**config.mk**
```make
export PLATFORM = sky130hd
export DESIGN_NAME = hps_slot_cap2_regs
export DESIGN_NICKNAME = d
export VERILOG_FILES = /design/src/core/hps_pkg.sv /design/src/core/hps_sense_if.sv /design/src/core/hps_sensor_sync.sv /design/src/core/hps_slot_cap2_regs.sv
export SDC_FILE = /design/constraint.sdc
export NUM_CORES = 1
export LEC_CHECK = 0
export ABC_AREA = 0
export BUFFER_PORTS_ARGS = -buffer_cell sky130_fd_sc_hd__buf_2
export CORE_MARGIN = 2
export CORE_UTILIZATION = 28
export CTS_BUF_LIST = sky130_fd_sc_hd__clkbuf_16
export DETAILED_ROUTE_END_ITERATION = 8
export PLACE_DENSITY = 0.51
export REMOVE_ABC_BUFFERS = 1
export SLEW_MARGIN = 5
export SYNTH_ARGS = -nofsm -noshare
export SYNTH_HDL_FRONTEND = slang
export SYNTH_SLANG_ARGS = --single-unit
```
**constraint.sdc**
```tcl
create_clock -name mclk_i -period 2.99 [get_ports mclk_i]
set_input_delay 0.1495 -clock mclk_i [delete_from_list [all_inputs] [get_ports mclk_i]]
set_output_delay 0.1495 -clock mclk_i [all_outputs]
set_load 0.005 [all_outputs]
```
**src/core/hps_pkg.sv**
```systemverilog
// package: register map, field positions and reset values of the slot/cap2 register group
package hps_pkg;

   // ***************************************************
   // register byte offsets
   // ***************************************************
   localparam logic [7:0] HPS_OFF_SLOT_EVENT_FLAGS = 8'hd8;
   localparam logic [7:0] HPS_OFF_DEVICE_CAPABILITY_EXT = 8'he4;
   localparam logic [7:0] HPS_OFF_DEVICE_CONTROL_EXT = 8'he8;
   localparam logic [7:0] HPS_OFF_LINK_CAPABILITY_EXT = 8'hec;
   localparam logic [7:0] HPS_OFF_LINK_CONTROL_EXT = 8'hf0;
   localparam logic [7:0] HPS_OFF_SLOT_CAPABILITY_EXT = 8'hf4;
   localparam logic [7:0] HPS_OFF_SLOT_CONTROL_EXT = 8'hf8;
   localparam int HPS_ADDR_W = 8;

   // ***************************************************
   // slot control (low half of 0xd8)
   // ***************************************************
   localparam int HPS_SC_EN_LSB = 0;
   localparam int HPS_SC_EN_W = 5;
   localparam int HPS_SC_HP_INT_EN = 5;
   localparam int HPS_SC_ATTN_LSB = 6;
   localparam int HPS_SC_PWR_IND_LSB = 8;
   localparam int HPS_SC_PWR_CTL = 10;
   localparam int HPS_SC_INTERLOCK = 11;
   localparam int HPS_SC_DLL_EN = 12;
   localparam logic [1:0] HPS_SC_ATTN_RST = 2'h3;
   localparam logic [1:0] HPS_SC_PWR_IND_RST = 2'h1;

   // ***************************************************
   // slot status (high half of 0xd8)
   // ***************************************************
   localparam int HPS_SS_BUTTON = 16;
   localparam int HPS_SS_FAULT = 17;
   localparam int HPS_SS_LATCH_CHG = 18;
   localparam int HPS_SS_PRES_CHG = 19;
   localparam int HPS_SS_CMD_DONE = 20;
   localparam int HPS_SS_LATCH_LVL = 21;
   localparam int HPS_SS_PRES_LVL = 22;
   localparam int HPS_SS_DLL_CHG = 24;

   // ***************************************************
   // capability 2 / control 2 fields
   // ***************************************************
   localparam int HPS_DC2_LTR_SUP = 11;
   localparam int HPS_DC2_FLUSH_LSB = 18;
   localparam logic [1:0] HPS_DC2_FLUSH_RST = 2'h0;
   localparam int HPS_DCT2_LTR_EN = 10;
   localparam int HPS_DCT2_FLUSH_LSB = 13;
   localparam int HPS_LC2_SPEED_LSB = 0;
   localparam logic [3:0] HPS_LC2_SPEED_RST = 4'h2;
   localparam int HPS_LC2_COMPLIANCE = 4;
   localparam int HPS_LC2_AUTOSPEED_DIS = 5;
   localparam int HPS_LC2_SEL_DEEMP = 6;
   localparam int HPS_LC2_MARGIN_LSB = 7;
   localparam int HPS_LC2_MOD_COMP = 10;
   localparam int HPS_LC2_COMP_SOS = 11;
   localparam int HPS_LC2_COMP_DEEMP = 12;
   localparam int HPS_LS2_CUR_DEEMP = 16;

   // ***************************************************
   // slot sensor indices
   // ***************************************************
   localparam int HPS_SNS_BUTTON = 0;
   localparam int HPS_SNS_FAULT = 1;
   localparam int HPS_SNS_LATCH = 2;
   localparam int HPS_SNS_PRESENCE = 3;
   localparam int HPS_SNS_COUNT = 4;

endpackage

```
**src/core/hps_sense_if.sv**
```systemverilog
// interface: debounced slot sensor levels and their change events
`timescale 1ns/10ps
interface hps_sense_if #(
   parameter int N = 4
);
   logic [N-1:0] level;
   logic [N-1:0] rise;
   logic [N-1:0] change;

   modport producer (output level, output rise, output change);
   modport consumer (input level, input rise, input change);
endinterface

```
**src/core/hps_sensor_sync.sv**
```systemverilog
// module: three-stage synchroniser and change detector for slot sensor pins
`timescale 1ns/10ps
module hps_sensor_sync #(
   parameter int N = 4
) (
   // clock and reset
   input wire logic mclk_i,
   input wire logic rst_i,
   // raw sensor pins
   input wire logic [N-1:0] pins_i,
   // filtered levels and events
   hps_sense_if.producer sense
);
   import hps_pkg::*;

   typedef struct packed {
      logic [N-1:0] s1;
      logic [N-1:0] s2;
      logic [N-1:0] s3;
      logic [N-1:0] stable;
   } hps_sync_s;

   hps_sync_s state_reg;
   hps_sync_s state_next;
   logic [N-1:0] stable_new;

   // ***************************************************
   // per-bit acceptance
   // ***************************************************
   // a level is taken only once stages two and three agree
   genvar gi;
   generate
      for (gi = 0; gi < N; gi++) begin : g_bit
         assign stable_new[gi] = (state_reg.s2[gi] == state_reg.s3[gi]) ? state_reg.s3[gi] : state_reg.stable[gi];
      end
   endgenerate

   // next state
   always_comb begin
      state_next = state_reg;
      state_next.s1 = pins_i;
      state_next.s2 = state_reg.s1; // s1 feeds nothing else
      state_next.s3 = state_reg.s2;
      state_next.stable = stable_new;
   end

   // state register
   always_ff @(posedge mclk_i or posedge rst_i) begin
      if (rst_i) begin
         state_reg <= '0;
      end else begin
         state_reg <= state_next;
      end
   end

   // events compare each accepted level with the previous one
   assign sense.level = state_reg.stable;
   assign sense.rise = stable_new & ~state_reg.stable;
   assign sense.change = stable_new ^ state_reg.stable;

endmodule

```
**src/core/hps_slot_cap2_regs.sv**
```systemverilog
// module: hot-plug slot status and capability 2 register group behind an APB slave
//
// Overview of operation
// button press sets sticky write-one-clear bit 16
// power fault sets write-one-clear bit 17
// latch change sets read-only bit 18
// presence change sets write-one-clear bit 19
// finished controller command sets bit 19+1
// bit 21 shows latch level, one open
// bit 22 shows card presence, reset zero
// no slot implemented: presence bit reads one
// link-active change sets write-one-clear bit 24
// capability 2 bit 11 reads one
// buffer-flush support bits 19:18, loadable default
// control 2 bits 10, 14:13 writable
// select de-emphasis bit 6, port-dependent reset
// current de-emphasis bit 16, port-dependent reset
// interrupt needs global bit 5 and event enable
// link-active notify needs slot control bit 12
// writing one clears, zero leaves unchanged
// reserved and unimplemented bits read zero
// sensor change is sampled level versus previous
//
// Design decision made here: register access over APB.
`timescale 1ns/10ps
module hps_slot_cap2_regs #(
   parameter bit IS_DOWNSTREAM = 1'b1,
   parameter bit SLOT_IMPLEMENTED = 1'b1
) (
   // clock and reset
   input wire logic mclk_i,
   input wire logic rst_i,
   // apb slave
   input wire logic psel_i,
   input wire logic penable_i,
   input wire logic pwrite_i,
   input wire logic [hps_pkg::HPS_ADDR_W-1:0] paddr_i,
   input wire logic [31:0] pwdata_i,
   input wire logic [3:0] pstrb_i,
   output logic [31:0] prdata_o,
   output logic pready_o,
   output logic pslverr_o,
   // slot sensor pins
   input wire logic attn_button_i,
   input wire logic power_fault_i,
   input wire logic retention_latch_open_i,
   input wire logic card_present_i,
   // hot-plug controller and link layer
   input wire logic cmd_done_i,
   input wire logic link_active_i,
   input wire logic link_deemph_i,
   // configuration load
   input wire logic cfg_load_i,
   input wire logic [1:0] cfg_flush_sup_i,
   input wire logic cfg_sel_deemp_i,
   // interrupt and control outputs
   output logic hp_irq_o,
   output logic ltr_en_o,
   output logic [1:0] flush_en_o
);
   import hps_pkg::*;

   // ***************************************************
   // state
   // ***************************************************
   // every register of the group in one packed word, so the
   // reset image and the next-state copy cannot drift apart
   typedef struct packed {
      logic [HPS_SC_EN_W-1:0] ev_en;
      logic hp_int_en;
      logic [1:0] attn_ind;
      logic [1:0] pwr_ind;
      logic pwr_ctl;
      logic interlock;
      logic dll_en;
      // sticky event flags, upper half of the flag word
      logic st_button;
      logic st_fault;
      logic st_latch_chg;
      logic st_pres_chg;
      logic st_cmd_done;
      logic st_dll_chg;
      // last link-active level for change detection
      logic link_prev;
      // capability 2 and control 2 fields
      logic ltr_en;
      logic [1:0] flush_en;
      logic [1:0] flush_sup;
      logic [3:0] tgt_speed;
      logic enter_comp;
      logic autospeed_dis;
      logic sel_deemp;
      logic [2:0] margin;
      logic mod_comp;
      logic comp_sos;
      logic comp_deemp;
      logic cur_deemp;
      // bus answer and interrupt, registered
      logic [31:0] rdata;
      logic ready;
      logic slverr;
      logic irq;
   } hps_regs_s;

   // reset image; de-emphasis bits depend on the port direction
   localparam hps_regs_s HPS_RESET = '{
      ev_en: '0,
      hp_int_en: 1'b0,
      attn_ind: HPS_SC_ATTN_RST,
      pwr_ind: HPS_SC_PWR_IND_RST,
      pwr_ctl: 1'b0,
      interlock: 1'b0,
      dll_en: 1'b0,
      st_button: 1'b0,
      st_fault: 1'b0,
      st_latch_chg: 1'b0,
      st_pres_chg: 1'b0,
      st_cmd_done: 1'b0,
      st_dll_chg: 1'b0,
      link_prev: 1'b0,
      ltr_en: 1'b0,
      flush_en: 2'h0,
      flush_sup: HPS_DC2_FLUSH_RST,
      tgt_speed: HPS_LC2_SPEED_RST,
      enter_comp: 1'b0,
      autospeed_dis: 1'b0,
      sel_deemp: IS_DOWNSTREAM,
      margin: 3'h0,
      mod_comp: 1'b0,
      comp_sos: 1'b0,
      comp_deemp: 1'b0,
      cur_deemp: IS_DOWNSTREAM,
      rdata: 32'h0,
      ready: 1'b0,
      slverr: 1'b0,
      irq: 1'b0
   };

   hps_regs_s state_reg;
   hps_regs_s state_next;

   // ***************************************************
   // sensor synchronisers
   // ***************************************************
   // the sensor pins are asynchronous; no flag sees them before
   // the synchroniser has accepted a level
   hps_sense_if #(.N(HPS_SNS_COUNT)) sense ();
   logic [HPS_SNS_COUNT-1:0] sensor_pins;

   assign sensor_pins[HPS_SNS_BUTTON] = attn_button_i;
   assign sensor_pins[HPS_SNS_FAULT] = power_fault_i;
   assign sensor_pins[HPS_SNS_LATCH] = retention_latch_open_i;
   assign sensor_pins[HPS_SNS_PRESENCE] = card_present_i;

   hps_sensor_sync #(
      .N(HPS_SNS_COUNT)
   ) u_sync (
      .mclk_i(mclk_i),
      .rst_i(rst_i),
      .pins_i(sensor_pins),
      .sense(sense.producer)
   );

   // ***************************************************
   // decode helpers
   // ***************************************************
   // one word per offset; anything else answers with an error
   // control and status halves of 0xe8, 0xf0, 0xf8 share a word
   function automatic logic is_mapped(input logic [HPS_ADDR_W-1:0] a);
      case (a)
         HPS_OFF_SLOT_EVENT_FLAGS,
         HPS_OFF_DEVICE_CAPABILITY_EXT,
         HPS_OFF_DEVICE_CONTROL_EXT,
         HPS_OFF_LINK_CAPABILITY_EXT,
         HPS_OFF_LINK_CONTROL_EXT,
         HPS_OFF_SLOT_CAPABILITY_EXT,
         HPS_OFF_SLOT_CONTROL_EXT: is_mapped = 1'b1;
         default: is_mapped = 1'b0;
      endcase
   endfunction

   // read image of one register word
   function automatic logic [31:0] read_word(input logic [HPS_ADDR_W-1:0] a, input hps_regs_s s,
                                             input logic latch_lvl, input logic pres_lvl);
      logic [31:0] w;
      w = 32'h0;
      case (a)
         HPS_OFF_SLOT_EVENT_FLAGS: begin
            w[HPS_SC_EN_LSB +: HPS_SC_EN_W] = s.ev_en;
            w[HPS_SC_HP_INT_EN] = s.hp_int_en;
            w[HPS_SC_ATTN_LSB +: 2] = s.attn_ind;
            w[HPS_SC_PWR_IND_LSB +: 2] = s.pwr_ind;
            w[HPS_SC_PWR_CTL] = s.pwr_ctl;
            w[HPS_SC_INTERLOCK] = s.interlock;
            w[HPS_SC_DLL_EN] = s.dll_en;
            w[HPS_SS_BUTTON] = s.st_button;
            w[HPS_SS_FAULT] = s.st_fault;
            w[HPS_SS_LATCH_CHG] = s.st_latch_chg;
            w[HPS_SS_PRES_CHG] = s.st_pres_chg;
            w[HPS_SS_CMD_DONE] = s.st_cmd_done;
            // levels are live, not latched: they follow the sensors
            w[HPS_SS_LATCH_LVL] = latch_lvl;
            w[HPS_SS_PRES_LVL] = SLOT_IMPLEMENTED ? pres_lvl : 1'b1;
            w[HPS_SS_DLL_CHG] = s.st_dll_chg;
         end
         HPS_OFF_DEVICE_CAPABILITY_EXT: begin
            w[HPS_DC2_LTR_SUP] = 1'b1;
            w[HPS_DC2_FLUSH_LSB +: 2] = s.flush_sup;
         end
         HPS_OFF_DEVICE_CONTROL_EXT: begin
            w[HPS_DCT2_LTR_EN] = s.ltr_en;
            w[HPS_DCT2_FLUSH_LSB +: 2] = s.flush_en;
         end
         HPS_OFF_LINK_CONTROL_EXT: begin
            w[HPS_LC2_SPEED_LSB +: 4] = s.tgt_speed;
            w[HPS_LC2_COMPLIANCE] = s.enter_comp;
            w[HPS_LC2_AUTOSPEED_DIS] = s.autospeed_dis;
            w[HPS_LC2_SEL_DEEMP] = s.sel_deemp;
            w[HPS_LC2_MARGIN_LSB +: 3] = s.margin;
            w[HPS_LC2_MOD_COMP] = s.mod_comp;
            w[HPS_LC2_COMP_SOS] = s.comp_sos;
            w[HPS_LC2_COMP_DEEMP] = s.comp_deemp;
            w[HPS_LS2_CUR_DEEMP] = s.cur_deemp;
         end
         // link cap 2, slot cap 2 and slot ctl/sts 2 read zero
         default: w = 32'h0;
      endcase
      read_word = w;
   endfunction

   // ***************************************************
   // bus strobes
   // ***************************************************
   logic setup_phase;
   logic wr_hit;
   logic [31:0] wmask;
   logic [31:0] wmerge;
   logic [31:0] cur_word;
   logic [31:0] clr;

   // the read image is latched in setup so that prdata comes from a flop;
   // this adds no wait state: pready is high in the first access cycle
   assign setup_phase = psel_i & ~penable_i;
   assign wr_hit = psel_i & penable_i & state_reg.ready & pwrite_i & ~state_reg.slverr;
   assign wmask = {{8{pstrb_i[3]}}, {8{pstrb_i[2]}}, {8{pstrb_i[1]}}, {8{pstrb_i[0]}}};
   assign cur_word = read_word(paddr_i, state_reg, sense.level[HPS_SNS_LATCH], sense.level[HPS_SNS_PRESENCE]);
   assign wmerge = (cur_word & ~wmask) | (pwdata_i & wmask);
   // clears act only on the strobed lanes of the flag word
   assign clr = (wr_hit && paddr_i == HPS_OFF_SLOT_EVENT_FLAGS) ? (pwdata_i & wmask) : 32'h0;

   // ***************************************************
   // next state
   // ***************************************************
   always_comb begin
      state_next = state_reg;

      // apb answer: ready and data for exactly one access cycle
      state_next.ready = setup_phase;
      state_next.slverr = setup_phase & ~is_mapped(paddr_i);
      state_next.rdata = setup_phase ? cur_word : 32'h0;

      // writable fields
      if (wr_hit) begin
         case (paddr_i)
            HPS_OFF_SLOT_EVENT_FLAGS: begin
               state_next.ev_en = wmerge[HPS_SC_EN_LSB +: HPS_SC_EN_W];
               state_next.hp_int_en = wmerge[HPS_SC_HP_INT_EN];
               state_next.attn_ind = wmerge[HPS_SC_ATTN_LSB +: 2];
               state_next.pwr_ind = wmerge[HPS_SC_PWR_IND_LSB +: 2];
               state_next.pwr_ctl = wmerge[HPS_SC_PWR_CTL];
               state_next.interlock = wmerge[HPS_SC_INTERLOCK];
               state_next.dll_en = wmerge[HPS_SC_DLL_EN];
            end
            HPS_OFF_DEVICE_CONTROL_EXT: begin
               state_next.ltr_en = wmerge[HPS_DCT2_LTR_EN];
               state_next.flush_en = wmerge[HPS_DCT2_FLUSH_LSB +: 2];
            end
            HPS_OFF_LINK_CONTROL_EXT: begin
               state_next.tgt_speed = wmerge[HPS_LC2_SPEED_LSB +: 4];
               state_next.enter_comp = wmerge[HPS_LC2_COMPLIANCE];
               state_next.autospeed_dis = wmerge[HPS_LC2_AUTOSPEED_DIS];
               state_next.margin = wmerge[HPS_LC2_MARGIN_LSB +: 3];
               state_next.mod_comp = wmerge[HPS_LC2_MOD_COMP];
               state_next.comp_sos = wmerge[HPS_LC2_COMP_SOS];
               state_next.comp_deemp = wmerge[HPS_LC2_COMP_DEEMP];
            end
            default: begin
               state_next.ltr_en = state_reg.ltr_en; // read-only words ignore writes
            end
         endcase
      end

      // sticky slot events: a set in the clearing cycle wins
      state_next.st_button = (state_reg.st_button & ~clr[HPS_SS_BUTTON])
                             | sense.rise[HPS_SNS_BUTTON];
      state_next.st_fault = (state_reg.st_fault & ~clr[HPS_SS_FAULT])
                            | sense.rise[HPS_SNS_FAULT];
      // read-only change flag: no software clear, only reset
      state_next.st_latch_chg = state_reg.st_latch_chg | sense.change[HPS_SNS_LATCH];
      state_next.st_pres_chg = (state_reg.st_pres_chg & ~clr[HPS_SS_PRES_CHG])
                               | sense.change[HPS_SNS_PRESENCE];
      state_next.st_cmd_done = (state_reg.st_cmd_done & ~clr[HPS_SS_CMD_DONE]) | cmd_done_i;
      // link-active is on our clock: no synchroniser, one compare
      state_next.link_prev = link_active_i;
      state_next.st_dll_chg = (state_reg.st_dll_chg & ~clr[HPS_SS_DLL_CHG])
                              | (link_active_i ^ state_reg.link_prev);

      // external configuration load replaces the loadable defaults
      if (cfg_load_i) begin
         state_next.flush_sup = cfg_flush_sup_i;
         state_next.sel_deemp = IS_DOWNSTREAM ? cfg_sel_deemp_i : 1'b0;
      end
      // current level leaves its reset value at the first edge
      state_next.cur_deemp = link_deemph_i;

      // the line lags its flag by one edge but comes from a flop
      // one level interrupt from enabled sticky events
      state_next.irq = state_reg.hp_int_en & (
                          (state_reg.st_button & state_reg.ev_en[HPS_SNS_BUTTON])
                        | (state_reg.st_fault & state_reg.ev_en[HPS_SNS_FAULT])
                        | (state_reg.st_latch_chg & state_reg.ev_en[HPS_SNS_LATCH])
                        | (state_reg.st_pres_chg & state_reg.ev_en[HPS_SNS_PRESENCE])
                        | (state_reg.st_cmd_done & state_reg.ev_en[HPS_SC_EN_W-1])
                        | (state_reg.st_dll_chg & state_reg.dll_en));
   end

   // ***************************************************
   // state register
   // ***************************************************
   // asynchronous reset loads a constant image only
   always_ff @(posedge mclk_i or posedge rst_i) begin
      if (rst_i) begin
         state_reg <= HPS_RESET;
      end else begin
         state_reg <= state_next;
      end
   end

   // limitation: the line drops one edge after its last flag clears
   // outputs straight from flops
   assign prdata_o = state_reg.rdata;
   assign pready_o = state_reg.ready;
   assign pslverr_o = state_reg.slverr;
   assign hp_irq_o = state_reg.irq;
   assign ltr_en_o = state_reg.ltr_en;
   assign flush_en_o = state_reg.flush_en;

endmodule

```
==> flow_summary.json, run 1 <==
{
  "fp.dieArea_sq_um": 13400,
  "finalHoldViolations": 0,
  "yosys-top-cells-count": "dfrtp_1 (75), a22o_1 (42), buf_4 (35)",
  "path_clk_slew_ns": 0.06,
  "ant_nets": 0,
  "path_cells": "buf_2 -> or4b_1 -> nor2_1 -> nand3_1 -> a22o_1",
  "synth_area_per_cell_sq_um": 11.8,
  "critPathMaxStageDelay_ns": 0.69,
  "nets": 424,
  "ir_worst_vdd_mv": 0.246,
  "power_leakage_uw": 0.00201,
  "drtIter0Drc": 121,
  "fmax_mhz": 518,
  "finalNonFillerCells": 537,
  "dpl_cell_area_sq_um": 3880,
  "async_flop_share_pct": 100,
  "rsz0062_at_grt": "false",
  "cts-resized-gates": 0,
  "synth_simple_gate_area_share_pct": 10.8,
  "tightestPinTransition_ns": 0.812,
  "skew_ns": 0.00686,
  "synth_top_family_by_area": "compound AO/OA/AOI/OAI gates",
  "end_kind": "flop",
  "yosysMostFrequentCell": "dfrtp_1",
  "core.rowCount": 40,
  "dr.pass1.iters": 4,
  "htree_levels": 3,
  "synth_cell_types": 39,
  "root_buffer": "clkbuf_16",
  "synth_top_cell_by_area": "dfrtp_1",
  "synth-seq-cells": 81,
  "antenna_found_initial": 0,
  "port_buffers": 76,
  "grt_use_total_pct": 14.0,
  "wl_per_cell_microns": 16.2,
  "vias": 2505,
  "clockBufferDepth": 2,
  "slowest_stage": "or4b_1",
  "maxCapViolCount": 0,
  "hp-class": "in2reg",
  "synth_compound_area_share_pct": 18.7,
  "coreArea_sq_um": 12100,
  "initial_utilization_pct": 28.9,
  "syn_area_sq_um": 3490,
  "netlist_instances": 297,
  "avgViaCountPerCell": 4.66,
  "ctsHoldBuffers": 8,
  "cts_tree": "done",
  "slew_headroom_pct": 45.9,
  "grt_overflow": 0,
  "cts_sinks": 81,
  "grt_util_met1_pct": 19.2,
  "routed_wl_microns": 8730,
  "place_inst": 513,
  "cp_top_family": "simple AND/OR/NAND/NOR gates",
  "synth_xor_area_share_pct": 0.251,
  "min_period_ns": 1.93,
  "grt_use_met2_pct": 21.0,
  "grt_pass1_vias": 2620,
  "worstSkewPairLatency_ns": 0.34,
  "critPathArrivalTime_ns": 2.15,
  "die_h_microns": 116,
  "status": "finished clean",
  "powerDensity_nw_per_um2": 550,
  "antenna_cells": 0,
  "io_pins": 98,
  "yosysWarnings": 0,
  "synth_enable_flop_cells": 0,
  "synth_mux_area_share_pct": 2.22,
  "cp_num_buf_inv": 1,
  "cts_setup_buffers": 0,
  "cts_inserted_buffers": 9,
  "synthAdderAreaFrac_pct": 0.286,
  "grt_pass1_wl_microns": 14100,
  "global_route.usage.met3_pct": 4.55,
  "netlist_top_cells_area": "dfrtp_1 (54%), a22o_1 (11%), buf_4 (7.5%), dfstp_2 (4.5%), a22oi_1 (3.9%)",
  "postLayoutCellArea_sq_um": 4250,
  "synth_seq_area_share_pct": 58.2,
  "period_share_pct": 64.6,
  "grt_max_degree": 47,
  "ys.flop_type": "dfrtp_1",
  "die_w_microns": 116,
  "setup_tns_ns": 0,
  "crit_fanout": 8,
  "setup_viol": 0,
  "drc": 0,
  "gp_congestion": 0.796,
  "startpoint_type": "primary input",
  "synth_top_cell_area_share_pct": 53.7,
  "largest_reg_flops": 36,
  "dp_hpwl_microns": 6020,
  "drive_above_1_share_pct": 30.4,
  "crit_type": "in2reg",
  "slew_violations": 0,
  "syn2layout_area_growth_pct": 21.5,
  "required_ns": 3.21,
  "busiest_layer": "met2"
}
## per-stage QoR
step / hold WS, ns / setup WS [ns] / util [%] / total power [uW]
CTS: 0.00678 / 1.06 / 35.1 / 2360
finish: 0.0104 / 1.06 / 35.1 / 2340
global placement: 0.258 / 0.732 / 32.0 / 1280
floorplan: 0.154 / 0.770 / - / 1210
detailed placement: 0.260 / 0.700 / 32.0 / 1280
global route: 0.0214 / 0.905 / 35.1 / 2440
## routing by layer
metal | vias to the layer above | part of all wire [%] | routed length, microns
met2 | 70 | 47 | 4100
li1 | 1179 | - | -
met3 | 9 | 6.9 | 602
met1 | 1247 | 45 | 3920
met4 | 0 | 1.2 | 106
met5 | - | 0 | 0
## cell families (layout without fill, tap and decap cells)
family | after synthesis | count (layout)
flops | 81 | 81
fa+ha+maj | 1 | 1
buf+inv | 52 | 116
xor+xnor | 1 | 1
simple gates | 73 | 73
compound gates | 81 | 81
other cells | 1 | 9
mux | 7 | 7
## final timing paths
check	start	endpoint	slack, ns	cells past startpoint
min in group asynchronous	rst_i	prdata_o[20]	0.48	3
hold / removal	cfg_load_i	state_reg[42]	0.01	2
setup / recovery	paddr_i[1]	state_reg[71]	1.06	5
max in group asynchronous	rst_i	state_reg[64]	1.65	4
hold reg to reg	u_sync.state_next[9]	u_sync.state_next[5]	0.35	0
setup reg to reg	pready_o	state_reg[71]	1.11	4
## cell type report
class / count / area, sq um
clock buffers: 9 / 225
clock inverters: 7 / 62.6
fillers: 1277 / 7870
inverters: 7 / 27.5
multi-input cells: 172 / 1160
flip-flops and latches: 81 / 2030
well taps: 168 / 210
repair buffers: 93 / 528
## placed cells by master (no fill, tap or decap), drive strengths merged, types with 3 or more instances in the layout
master       Yosys  routed
nand2           12      12
dfrtp           75      75
nand3           10      10
a22o            42      42
o2bb2ai          3       3
nand3b           3       3
mux2             6       6
conb             1       9
buf             39      85
clkbuf           6       9
clkinv           0       4
nor2            24      24
o21ai            5       5
dlygate4sd3      0       8
inv              7       8
and3             7       7
a22oi           18      18
nor3             5       5
dfstp            6       6
## power by group
part           leakage [uW]  switching, uW  total, uW  internal, uW
Clock              0.000142            430       1070           639
Combinational      0.000840           77.4        136          58.2
Sequential          0.00103           12.4       1130          1120
Total               0.00201            520       2340          1820
Note: power is estimated with default switching activity, not from simulation.
==> run 2: changes to the inputs <==
==> constraint.sdc (replaced) <==
create_clock -name mclk_i -period 1.9 [get_ports mclk_i]
set_input_delay 0.095 -clock mclk_i [delete_from_list [all_inputs] [get_ports mclk_i]]
set_output_delay 0.095 -clock mclk_i [all_outputs]
set_load 0.005 [all_outputs]
==> run 2 against run 1 <==
  * Clock skew fell by 0.0010 ns
  * Sequential cell count did not move
  * Total power rose by 66%
  * Critical path depth fell by 1
  * Via count rose by 4.2%
  * Non-clock buffer count rose by 22
  * Global-route usage rose by 0.31 points
  * Critical path type is now reg2reg
  * Critical endpoint is now state_reg[70]
==> flow_summary.json, run 2 (same netlist as run 1, synthesis figures left out) <==
{
  "htree_levels": 3,
  "cp_num_buf_inv": 0,
  "swShare_pct": 22.1,
  "layout_common_cells": "buf_2 (76), dfrtp_1 (75), a22o_1 (42), nor2_1 (24), buf_4 (23)",
  "status": "finished clean",
  "cts_setup_buffers": 0,
  "drc": 0,
  "cts_tree": "done",
  "cts-resized-gates": 0,
  "startpoint_type": "flop",
  "cp-startpoint": "pready_o",
  "cts_inserted_buffers": 9,
  "root_buffer": "clkbuf_16",
  "core.rowCount": 40,
  "die_h_microns": 116,
  "required_ns": 2.12,
  "path_cells": "nand4_1 -> nor2_1 -> nand3_1 -> a22o_1",
  "pwr-share-seq_pct": 46.0,
  "crit_type": "reg2reg",
  "postLayoutCellArea_sq_um": 4480,
  "fmax_mhz": 583,
  "nFillCells": 1238,
  "drive_above_1_share_pct": 33.2,
  "ir_worst_vdd_mv": 0.517,
  "powerDensity_nw_per_um2": 865,
  "die_w_microns": 116,
  "port_buffers": 76,
  "timing.rr.end": "state_reg[70]",
  "min_from": "pwdata_i[16]",
  "critPathArrivalTime_ns": 1.93,
  "ant_nets": 0,
  "final_common_cell": "buf_2",
  "io_pins": 98,
  "whs_ns": 0.0464,
  "antenna_found_initial": 0,
  "grt_use_total_pct": 14.3,
  "nets": 446,
  "path_clk_slew_ns": 0.06,
  "largest_reg_flops": 36,
  "hp-class": "in2reg",
  "grt_max_degree": 34,
  "slew_violations": 0,
  "dp_hpwl_microns": 6350,
  "routed_wl_microns": 8940,
  "antenna_cells": 0,
  "grt_pass1_wl_microns": 14500,
  "finalHoldViolations": 0,
  "hold_end": "state_reg[60]",
  "grt_overflow": 0,
  "r2r_cells": 4,
  "drtIter0Drc": 75,
  "rsz0062_at_grt": "false",
  "end_kind": "flop",
  "initial_utilization_pct": 28.9,
  "period_share_pct": 90.3,
  "total_power_uw": 3880,
  "cp_top_family": "simple AND/OR/NAND/NOR gates",
  "cts_sinks": 81,
  "pwr-share-clk_pct": 47.9,
  "coreArea_sq_um": 12100,
  "clockBufferDepth": 2,
  "r2r_setup_slack_ns": 0.18,
  "maxCapViolCount": 0,
  "dr.pass1.iters": 4,
  "worstSkewPairLatency_ns": 0.33,
  "slowest_stage": "nand3_1",
  "critPathMaxStageDelay_ns": 0.37,
  "setup_viol": 0,
  "p_sw_uw": 856,
  "fp.dieArea_sq_um": 13400,
  "syn2layout_area_growth_pct": 28.3,
  "intPower_uw": 3020,
  "comb_power_share_pct": 6.1,
  "grt_pass1_vias": 2676,
  "place_inst": 529,
  "finalNonFillerCells": 559,
  "vias": 2610,
  "avgViaCountPerCell": 4.67,
  "dpl_cell_area_sq_um": 4020,
  "whs_path_depth": 3,
  "crit_fanout": 8,
  "power_leakage_uw": 0.00214,
  "regArea_sq_um": 2030,
  "gp_congestion": 0.771,
  "wl_per_cell_microns": 16.0,
  "min_period_ns": 1.72,
  "ctsHoldBuffers": 14,
  "reg2reg_from": "pready_o",
  "multi_input_area_sq_um": 1160,
  "skew_ns": 0.00586
}
==> run 2: cell count changes in the layout (fill, tap and decap cells not counted) <==
cell,delta
buf_12,+2
buf_4,+14
bufinv_16,+1
clkinv_1,-2
clkinv_4,+1
dlygate4sd3_1,+6
==> run 2: metrics by stage <==
step                util [%]  worst slack, ns  TNS, ns
finish                  37.0            0.185        0
global route            37.0           0.0653        0
CTS                     37.0            0.212        0
detailed placement      33.2          0.00778        0
global placement        33.2           0.0249        0
floorplan                  -           -0.265   -22.58
==> run 2: worst max path at each step <==
stage	endpoint	slack (ns)	cells past startpoint
global route	state_reg[70]	0.07	4
CTS	state_reg[70]	0.21	4
finish	state_reg[70]	0.18	4
global placement	state_reg[63]	0.02	6
floorplan	flush_en_o[0]	-0.27	1
detailed placement	state_reg[63]	0.008	6
==> run 2: power groups by stage <==
stage	registers, uW	logic [uW]	clock network (uW)
floorplan	1810	95.7	0
global placement	1810	212	0
detailed placement	1810	218	0
CTS	1780	242	1900
global route	1790	269	1970
finish	1780	238	1860
==> run 2: metal layers <==
layer	part of all wire (%)	global-route usage, %	vias up
li1	-	-	1230
met1	47	19.9	1284
met2	46	21.9	84
met3	5.8	3.71	12
met4	1.5	4.60	0
met5	0	0	-
==> run 2: tightest hold or removal path, delay by kind of cell <==
family	cells	cell delay, ns
AND/OR/NAND/NOR	1	0.05
buffers and inverters	1	0.07
AO/OA/AOI/OAI	1	0.12
==> run 2: cell type report <==
| type | instances | share of cell area, % |
|---|---|---|
| flip-flops and latches | 81 | 45.4 |
| multi-input cells | 172 | 25.8 |
| repair buffers | 115 | 16.4 |
| clock buffers | 9 | 5.02 |
| well taps | 168 | 4.69 |
| clock inverters | 7 | 2.09 |
| inverters | 7 | 0.614 |
